$ cat src/common/ahrf_defs.svh
// Offsets, bit positions, reset values and codes of the host task-file block.
`ifndef AHRF_DEFS_SVH
`define AHRF_DEFS_SVH
`define AHRF_SEL_DATA 4'h0
`define AHRF_SEL_FEAT 4'h1
`define AHRF_SEL_INTR 4'h2
`define AHRF_SEL_SCNT 4'h3
`define AHRF_SEL_BCL 4'h4
`define AHRF_SEL_BCH 4'h5
`define AHRF_SEL_DSEL 4'h6
`define AHRF_SEL_CMD 4'h7
`define AHRF_SEL_DCTL 4'h8
`define AHRF_SEL_DADR 4'h9
`define AHRF_SEL_NONE 4'hF
`define AHRF_SUB_ERR 4'h0
`define AHRF_SUB_INTR 4'h1
`define AHRF_SUB_SCNT 4'h2
`define AHRF_SUB_BCL 4'h3
`define AHRF_SUB_BCH 4'h4
`define AHRF_SUB_STAT 4'h5
`define AHRF_SUB_DADR 4'h6
`define AHRF_SUB_XCTL 4'h7
`define AHRF_SUB_FEAT 4'h8
`define AHRF_SUB_CMD 4'h9
`define AHRF_SUB_DSEL 4'hA
`define AHRF_DRV_BIT 4
`define AHRF_BSY_BIT 7
`define AHRF_SRST_BIT 2
`define AHRF_NIEN_BIT 1
`define AHRF_DADR_HIZ_BIT 7
`define AHRF_DIAG_CODE 8'h90
`define AHRF_DSEL_ONES 3'h7
`define AHRF_STAT_RST 8'h80
`define AHRF_DCTL_RST 8'h00
`endif

$ cat src/common/ahrf_pkg.sv
// Types shared by the host task-file block.
package ahrf_pkg;
    typedef struct packed {
        logic cs1N;
        logic cs2N;
        logic [2:0] addr;
        logic rdN;
        logic wrN;
        logic [15:0] data;
    } ahrf_pins_s;
    typedef struct packed {
        logic we;
        logic [3:0] addr;
        logic [7:0] wdata;
    } ahrf_subreq_s;
    typedef struct packed {
        ahrf_pins_s s1;
        ahrf_pins_s s2;
        ahrf_pins_s s3;
        ahrf_pins_s filt;
        logic [7:0] features;
        logic [7:0] error;
        logic [7:0] intrReason;
        logic [7:0] sectorCount;
        logic [7:0] byteCountLow;
        logic [7:0] byteCountHigh;
        logic [7:0] driveSelect;
        logic [7:0] command;
        logic [7:0] status;
        logic [7:0] deviceControl;
        logic [7:0] driveAddress;
        logic ownDriveIdentity;
        logic hostIrqPend;
        logic cmdIrq;
        logic srstIrq;
        logic [1:0][15:0] wrBuf;
        logic wrHead;
        logic wrTail;
        logic [1:0] wrCount;
        logic [15:0] rdHold;
        logic rdFull;
        logic [15:0] dataOut;
        logic [15:0] dataOeN;
        logic irqOut;
        logic irqOeN;
        logic iordy;
        logic [7:0] subRdata;
        logic [15:0] subWrWord;
        logic subWrValid;
        logic subRdReady;
    } ahrf_state_s;
endpackage : ahrf_pkg

$ cat src/rtl/ahrf_host_regs.sv
// Host-side task-file registers with data port, selection, command and interrupt logic.
`timescale 1ns/1ns
`include "ahrf_defs.svh"
// Function
// - Sixteen-bit data port moves words both ways.
// - Selected when host drive bit equals own.
// - Non-diagnostic commands, interrupt pin only while selected.
// - Selected command write raises command interrupt.
// - Diagnostic code raises command interrupt always.
// - Any command write clears host interrupt.
// - Busy set by command, diagnostic, soft reset, reset.
// - Alternate status reads leave interrupt untouched.
// - Drive address read floats data bit seven.
// - Soft reset bit raises interrupt, sets busy.
// - Interrupt pin driven only when enabled, selected.
// - Host and sub-processor share one register copy.
module ahrf_host_regs (
    // Clock and reset.
    input wire logic core_clk,
    input wire logic nrst,
    // Host parallel bus.
    input wire logic hostCs1N,
    input wire logic hostCs2N,
    input wire logic [2:0] hostAddr,
    input wire logic hostRdN,
    input wire logic hostWrN,
    input wire logic [15:0] hostDataIn,
    output logic [15:0] hostDataOut,
    output logic [15:0] hostDataOeN,
    output logic hostIordy,
    output logic hostIrq,
    output logic hostIrqOeN,
    // Sub-processor register port.
    input wire ahrf_pkg::ahrf_subreq_s subReq,
    output logic [7:0] subRdata,
    input wire logic subHostIrqSet,
    input wire logic subXferActive,
    output logic cmdIrq,
    input wire logic cmdIrqAck,
    output logic srstIrq,
    input wire logic srstIrqAck,
    // Sub-processor data words.
    output logic [15:0] subWrWord,
    output logic subWrValid,
    input wire logic subWrReady,
    input wire logic [15:0] subRdWord,
    input wire logic subRdValid,
    output logic subRdReady
);
    import ahrf_pkg::*;

    ahrf_state_s st;
    ahrf_state_s next_st;

    function automatic logic [3:0] hostSel(input ahrf_pins_s p);
        if (!p.cs1N && p.cs2N) begin
            hostSel = {1'b0, p.addr};
        end else if (p.cs1N && !p.cs2N && p.addr == 3'h6) begin
            hostSel = `AHRF_SEL_DCTL;
        end else if (p.cs1N && !p.cs2N && p.addr == 3'h7) begin
            hostSel = `AHRF_SEL_DADR;
        end else begin
            hostSel = `AHRF_SEL_NONE;
        end
    endfunction : hostSel

    always_comb begin
        logic [3:0] sel;
        logic selected;
        logic wrEnd;
        logic rdStart;
        logic rdEnd;
        logic reading;
        logic cmdWr;
        logic cmdHit;
        logic srstHit;
        logic statRd;
        logic bufPush;
        logic bufPop;
        logic [15:0] rdWord;
        sel = `AHRF_SEL_NONE;
        selected = 1'b0;
        wrEnd = 1'b0;
        rdStart = 1'b0;
        rdEnd = 1'b0;
        reading = 1'b0;
        cmdWr = 1'b0;
        cmdHit = 1'b0;
        srstHit = 1'b0;
        statRd = 1'b0;
        bufPush = 1'b0;
        bufPop = 1'b0;
        rdWord = 16'h0000;
        next_st = st;
        next_st.s1 = {hostCs1N, hostCs2N, hostAddr, hostRdN, hostWrN, hostDataIn};
        next_st.s2 = st.s1;
        next_st.s3 = st.s2;
        for (int i = 0; i < $bits(ahrf_pins_s); i++) begin
            if (st.s2[i] == st.s3[i]) begin
                next_st.filt[i] = st.s3[i];
            end
        end
        sel = hostSel(st.filt);
        selected = st.driveSelect[`AHRF_DRV_BIT] == st.ownDriveIdentity;
        wrEnd = !st.filt.wrN && next_st.filt.wrN;
        rdStart = st.filt.rdN && !next_st.filt.rdN;
        rdEnd = !st.filt.rdN && next_st.filt.rdN;
        reading = !st.filt.rdN && sel != `AHRF_SEL_NONE;
        // Host writes other than data, device control and drive address land in the shared copy that the sub-processor reads.
        if (wrEnd) begin
            case (sel)
                `AHRF_SEL_DATA: bufPush = subXferActive && st.wrCount != 2'd2;
                `AHRF_SEL_FEAT: next_st.features = st.filt.data[7:0];
                `AHRF_SEL_INTR: next_st.intrReason = st.filt.data[7:0];
                `AHRF_SEL_SCNT: next_st.sectorCount = st.filt.data[7:0];
                `AHRF_SEL_BCL: next_st.byteCountLow = st.filt.data[7:0];
                `AHRF_SEL_BCH: next_st.byteCountHigh = st.filt.data[7:0];
                `AHRF_SEL_DSEL: next_st.driveSelect = st.filt.data[7:0];
                `AHRF_SEL_CMD: cmdWr = 1'b1;
                `AHRF_SEL_DCTL: begin
                    next_st.deviceControl = st.filt.data[7:0];
                    srstHit = st.filt.data[`AHRF_SRST_BIT];
                end
                default: ;
            endcase
        end
        if (cmdWr) begin
            next_st.command = st.filt.data[7:0];
            cmdHit = selected || st.filt.data[7:0] == `AHRF_DIAG_CODE;
        end
        // The strobe edge and its chip select settle together, so decode the new address.
        statRd = rdStart && hostSel(next_st.filt) == `AHRF_SEL_CMD;
        // Sub-processor register writes.
        if (subReq.we) begin
            case (subReq.addr)
                `AHRF_SUB_ERR: next_st.error = subReq.wdata;
                `AHRF_SUB_INTR: next_st.intrReason = subReq.wdata;
                `AHRF_SUB_SCNT: next_st.sectorCount = subReq.wdata;
                `AHRF_SUB_BCL: next_st.byteCountLow = subReq.wdata;
                `AHRF_SUB_BCH: next_st.byteCountHigh = subReq.wdata;
                `AHRF_SUB_STAT: next_st.status = subReq.wdata;
                `AHRF_SUB_DADR: next_st.driveAddress = subReq.wdata;
                `AHRF_SUB_XCTL: next_st.ownDriveIdentity = subReq.wdata[0];
                default: ;
            endcase
        end
        if (cmdHit || srstHit) begin
            next_st.status[`AHRF_BSY_BIT] = 1'b1;
        end
        if (cmdIrqAck) begin
            next_st.cmdIrq = 1'b0;
        end
        if (cmdHit) begin
            next_st.cmdIrq = 1'b1;
        end
        if (srstIrqAck) begin
            next_st.srstIrq = 1'b0;
        end
        if (srstHit) begin
            next_st.srstIrq = 1'b1;
        end
        if (cmdWr || statRd) begin
            next_st.hostIrqPend = 1'b0;
        end
        if (subHostIrqSet) begin
            next_st.hostIrqPend = 1'b1;
        end
        // Two-entry buffer from host writes to the sub-processor.
        bufPop = st.subWrValid && subWrReady;
        if (bufPush) begin
            next_st.wrBuf[st.wrTail] = st.filt.data;
            next_st.wrTail = ~st.wrTail;
        end
        if (bufPop) begin
            next_st.wrHead = ~st.wrHead;
        end
        next_st.wrCount = st.wrCount + {1'b0, bufPush} - {1'b0, bufPop};
        next_st.subWrValid = next_st.wrCount != 2'd0;
        next_st.subWrWord = next_st.wrBuf[next_st.wrHead];
        next_st.iordy = next_st.wrCount != 2'd2;
        // Holding word from the sub-processor to host reads.
        if (rdEnd && sel == `AHRF_SEL_DATA && subXferActive) begin
            next_st.rdFull = 1'b0;
        end
        if (st.subRdReady && subRdValid) begin
            next_st.rdHold = subRdWord;
            next_st.rdFull = 1'b1;
        end
        next_st.subRdReady = !next_st.rdFull;
        case (sel)
            `AHRF_SEL_DATA: rdWord = st.rdHold;
            `AHRF_SEL_FEAT: rdWord = {8'h00, st.error};
            `AHRF_SEL_INTR: rdWord = {8'h00, st.intrReason};
            `AHRF_SEL_SCNT: rdWord = {8'h00, st.sectorCount};
            `AHRF_SEL_BCL: rdWord = {8'h00, st.byteCountLow};
            `AHRF_SEL_BCH: rdWord = {8'h00, st.byteCountHigh};
            `AHRF_SEL_DSEL: rdWord = {8'h00, `AHRF_DSEL_ONES, st.driveSelect[4:0]};
            `AHRF_SEL_CMD: rdWord = {8'h00, st.status};
            `AHRF_SEL_DCTL: rdWord = {8'h00, st.status};
            `AHRF_SEL_DADR: rdWord = {8'h00, st.driveAddress};
            default: rdWord = 16'h0000;
        endcase
        next_st.dataOut = rdWord;
        next_st.dataOeN = reading ? 16'h0000 : 16'hFFFF;
        if (reading && sel == `AHRF_SEL_DADR) begin
            next_st.dataOeN[`AHRF_DADR_HIZ_BIT] = 1'b1;
        end
        next_st.irqOut = st.hostIrqPend;
        next_st.irqOeN = !(!st.deviceControl[`AHRF_NIEN_BIT] && selected);
        case (subReq.addr)
            `AHRF_SUB_ERR: next_st.subRdata = st.error;
            `AHRF_SUB_INTR: next_st.subRdata = st.intrReason;
            `AHRF_SUB_SCNT: next_st.subRdata = st.sectorCount;
            `AHRF_SUB_BCL: next_st.subRdata = st.byteCountLow;
            `AHRF_SUB_BCH: next_st.subRdata = st.byteCountHigh;
            `AHRF_SUB_STAT: next_st.subRdata = st.status;
            `AHRF_SUB_DADR: next_st.subRdata = st.driveAddress;
            `AHRF_SUB_XCTL: next_st.subRdata = {7'h00, st.ownDriveIdentity};
            `AHRF_SUB_FEAT: next_st.subRdata = st.features;
            `AHRF_SUB_CMD: next_st.subRdata = st.command;
            `AHRF_SUB_DSEL: next_st.subRdata = st.driveSelect;
            default: next_st.subRdata = 8'h00;
        endcase
    end

    always_ff @(posedge core_clk or negedge nrst) begin
        if (!nrst) begin
            st <= '0;
            st.s1 <= '1;
            st.s2 <= '1;
            st.s3 <= '1;
            st.filt <= '1;
            st.status <= `AHRF_STAT_RST;
            st.deviceControl <= `AHRF_DCTL_RST;
            st.dataOeN <= 16'hFFFF;
            st.irqOeN <= 1'b1;
            st.iordy <= 1'b1;
            st.subRdReady <= 1'b1;
        end else begin
            st <= next_st;
        end
    end

    assign hostDataOut = st.dataOut;
    assign hostDataOeN = st.dataOeN;
    assign hostIordy = st.iordy;
    assign hostIrq = st.irqOut;
    assign hostIrqOeN = st.irqOeN;
    assign subRdata = st.subRdata;
    assign cmdIrq = st.cmdIrq;
    assign srstIrq = st.srstIrq;
    assign subWrWord = st.subWrWord;
    assign subWrValid = st.subWrValid;
    assign subRdReady = st.subRdReady;
endmodule : ahrf_host_regs

$ cat config.mk
export PLATFORM = sky130hd
export DESIGN_NAME = ahrf_host_regs
export DESIGN_NICKNAME = d
export VERILOG_FILES = /design/src/common/ahrf_pkg.sv /design/src/rtl/ahrf_host_regs.sv
export VERILOG_INCLUDE_DIRS = /design/src /design/src/common
export SDC_FILE = /design/constraint.sdc
export NUM_CORES = 1
export LEC_CHECK = 0
export ABC_AREA = 1
export BUFFER_PORTS_ARGS = -buffer_cell sky130_fd_sc_hd__buf_2
export CORE_MARGIN = 2
export CORE_UTILIZATION = 59
export CTS_CLUSTER_DIAMETER = 30
export CTS_CLUSTER_SIZE = 16
export DETAILED_ROUTE_END_ITERATION = 10
export PLACE_DENSITY = 0.87
export SLEW_MARGIN = 20
export SYNTH_ARGS = -nofsm -noshare
export SYNTH_HDL_FRONTEND = slang
export SYNTH_SLANG_ARGS = --single-unit
export TNS_END_PERCENT = 5
$ cat constraint.sdc
create_clock -name core_clk -period 2.9 [get_ports core_clk]
set_clock_uncertainty 0.1 [all_clocks]
set_input_delay 0.58 -clock core_clk [delete_from_list [all_inputs] [get_ports core_clk]]
set_output_delay 0.58 -clock core_clk [all_outputs]
set_load 0.005 [all_outputs]
==> key figures <==
Run status
  – Status: complete, no violations

Hold path
  – Hold WC Path Type: in2reg
  – Hold_sp: hostDataIn[4]
  – Endpoint, Worst Hold: next_st[256]
  – Hold Crit Depth: 1

Drt
  – Post-DR wirelength/cell: 19.16 um
  – Via density: 5.614
  – DRC: 0
  – First drt pass iteration count: 6
  – Final ANT Viol Nets: 0
  – Via Count: 9,376
  – Drt total wl: between 30,000 and 40,000 um
  – Drt initial violations: 947

Synth
  – Share of the yosys chip area belonging to registers: around 60%
  – Warnings from Yosys: 0
  – Syn_nets: 1,326
  – Avg Cell Area, Syn: 9.361 sq um
  – Post-Synthesis Cells: 1,265
  – Yosys cell types: 37
  – Synthesized area: between 10,000 and 15,000 sq um
  – Synth Register Bits: 277

Cells and area
  – Layout cells sized above 1: approximately 25%
  – Filler instances: 1,368
  – Fin cells: roughly 1,700
  – Post-layout nets: 1,428
  – Most frequent cells in the layout: 302 x nand2_1, 179 x dfrtp_1, 138 x nand3_1
  – Area occupied by multi-input gates: approximately 3700 sq um
  – Antenna cells: 0
  – FF+latch area: 7054 sq um
  – Final instance area: 14,010 sq um
  – Area delta synth->final: 18.35%
  – Most common cell after layout, fill and taps aside: nand2_1

Clock tree
  – # clock sinks: 277
  – Clock Path Buffers: 3
  – Clk pin slew, worst setup/hold paths: 0.06 ns
  – Worst skew pair latency: 0.54 ns
  – Root buffer cell: clkbuf_16
  – H-tree levels: 2
  – CTS buffer count: 46
  – CTS tree: built

Power
  – Cell area power density: 890.6 nW/um^2
  – Worst vdd ir: 0.8162 mV
  – Leakage Power: 0.006808 uW

STA
  – Slew headroom: 41.38%
  – Fin crit period: 2.460 ns
  – Final Max Tran Viols: 0
  – Final-report hold violation count: 0
  – Final period util: 84.84%
  – Fmax: 0.4065 GHz
  – Post-route setup TNS: 0 ns
  – Setup Viol. Count Final: 0
  – RSZ-0062 raised after global routing: no
  – Worst-margin pin slew: 0.8750 ns

Place
  – Dpl cells: around 1,600
  – Placed standard-cell area: around 12,000 sq um
  – Hpwl dp: 20,550 um
  – IO Port Bufs: 122
  – GPL Wtd Cong: 1.055

Setup path
  – Critical path endpoint category: flip-flop
  – Reg2reg setup slack: 0.44 ns
  – Largest stage delay on the critical path: roughly 0.65 ns
  – Reg-to-Reg Start: st[226]
  – Critical Path Slowest Stage Cell: dfstp_2
  – R2r worst-path depth: 11
  – Worst-path fanout max: 18
  – Critical-path cell list: inv_1, nand4_4, nor2_8, buf_4, nand2_1, nand2_1, ha_1, xor2_1, nand3b_1, nand2_1, nand2_1
  – CP required: 3.27 ns
  – Crit path launch type: flip-flop
  – R2r endpoint: hostIordy
  – Crit path kind: reg2reg
  – Most used cell, CP: nand2_1
  – Worst EP arrival: 2.83 ns

Die
  – # rows: 51
  – Die area: 21,220 sq um
  – Die Ht: 145.7 um
  – Core Area: 19,590 sq um
  – I/O pin count: roughly 120
  – Die Wd: 145.7 um
  – Initial Util: between 60% and 70%

Global route
  – Initial antenna violation count: 0
  – Total GRT Usage: 30.54%
  – First-pass GRT wire length: roughly 51,000 um
  – Largest net degree at the start of global routing: 86
  – Total congestion overflow: 0
  – Vias in the first global route: 9,288

Run
  – Max cap viols: 0
## critical path: cells and delay by family, from the launching register on
family | cells | cell delay [ns]
xor+xnor | 1 | 0.15
buf+inv | 2 | 0.49
fa+ha+maj | 1 | 0.20
flops | 1 | 0.65
simple gates | 7 | 0.80
## timing repair
action,4_1_cts,5_1_grt
resized for setup,0,0
hold buffers,1,0
endpoints found under the hold margin,22,0
setup endpoints to repair,0,0
buffers inserted,0,0
## flip-flops by register name, indices dropped and copies added (netlist names)
name,count
next_st,47
cmdIrq,1
hostIrqOeN,1
srstIrq,1
hostDataOut,16
hostDataOeN,2
hostIordy,1
st,181
subRdata,8
subWrValid,1
subRdReady,1
subWrWord,16
hostIrq,1
## Yosys cell counts, drive strengths merged
cell type | n | area share (%)
clkinv | 3 | 0.095
xnor2 | 1 | 0.14
a21boi | 1 | 0.063
clkbuf | 11 | 0.35
dfrtp | 179 | 38
nand3 | 139 | 5.9
buf | 71 | 4.3
a21oi | 42 | 1.8
nor3 | 5 | 0.21
o21ai | 111 | 4.9
nor2 | 72 | 2.9
xor2 | 2 | 0.15
maj3 | 16 | 1.4
nand3b | 3 | 0.19
nor3b | 1 | 0.063
and2 | 33 | 1.7
or2 | 4 | 0.21
nand4 | 10 | 0.76
o21a | 1 | 0.063
ha | 1 | 0.11
o211ai | 3 | 0.19
nand2 | 305 | 9.8
dfstp | 98 | 22
inv | 144 | 4.6
o22ai | 9 | 0.48
## metrics by stage
stage,hold slack [ns],util [%],worst slack (ns),total power (uW)
6_report,0.02749,71.54,0.4397,12480
5_1_grt,0.01649,71.54,0.3149,12990
4_1_cts,0.01658,71.54,0.4969,12490
3_5_place_dp,0.2468,63.17,0.3831,6772
3_3_place_gp,0.2456,63.17,0.4443,6683
2_1_floorplan,0.1844,-,0.7991,6224
## worst max path at each step
stage	start	end	slack, ns	depth (start not counted)
after floorplan	next_st[245]	subWrValid	0.80	11
after global placement	subWrReady	subWrWord[0]	0.44	6
after detailed placement	subWrReady	subWrWord[11]	0.38	6
after CTS	st[226]	hostIordy	0.50	11
after global routing	st[226]	hostIordy	0.31	11
final	st[226]	hostIordy	0.44	11
## report_power, final
| group | switching, uW | internal, uW |
|---|---|---|
| sequential | 393 | 4600 |
| combinational | 1170 | 669 |
| clock | 2040 | 3620 |
## area by class of cell
cell class	instances	share of cell area (%)
Timing Repair Buffer	136	5.464
Clock buffer	56	8.990
Clock inverter	30	2.643
Inverter	147	3.937
Multi-Input combinational cell	759	26.27
Tap cell	265	2.366
Sequential cell	277	50.33
## cell families (layout without fill, tap and decap cells)
| group | after synthesis | in the layout | synth area share (%) |
|---|---|---|---|
| xor+xnor | 3 | 3 | 0.2854 |
| simple gates | 572 | 572 | 21.83 |
| compound gates | 167 | 167 | 7.513 |
| flops | 277 | 277 | 59.57 |
| buf+inv | 229 | 369 | 9.341 |
| fa+ha+maj | 17 | 17 | 1.458 |
## routing by layer
| metal | global-route usage [%] | up-vias | part of all wire (%) | routed length [um] |
|---|---|---|---|---|
| met3 | 7.147 | 96 | 9.4 | 3015 |
| met5 | 0 | - | 0 | 0 |
| li1 | - | 4222 | - | - |
| met1 | 41.19 | 4513 | 39 | 12510 |
| met2 | 48.40 | 545 | 47 | 15160 |
| met4 | 12.30 | 0 | 4.1 | 1305 |
No activity file was read; power rests on OpenSTA's default activity.
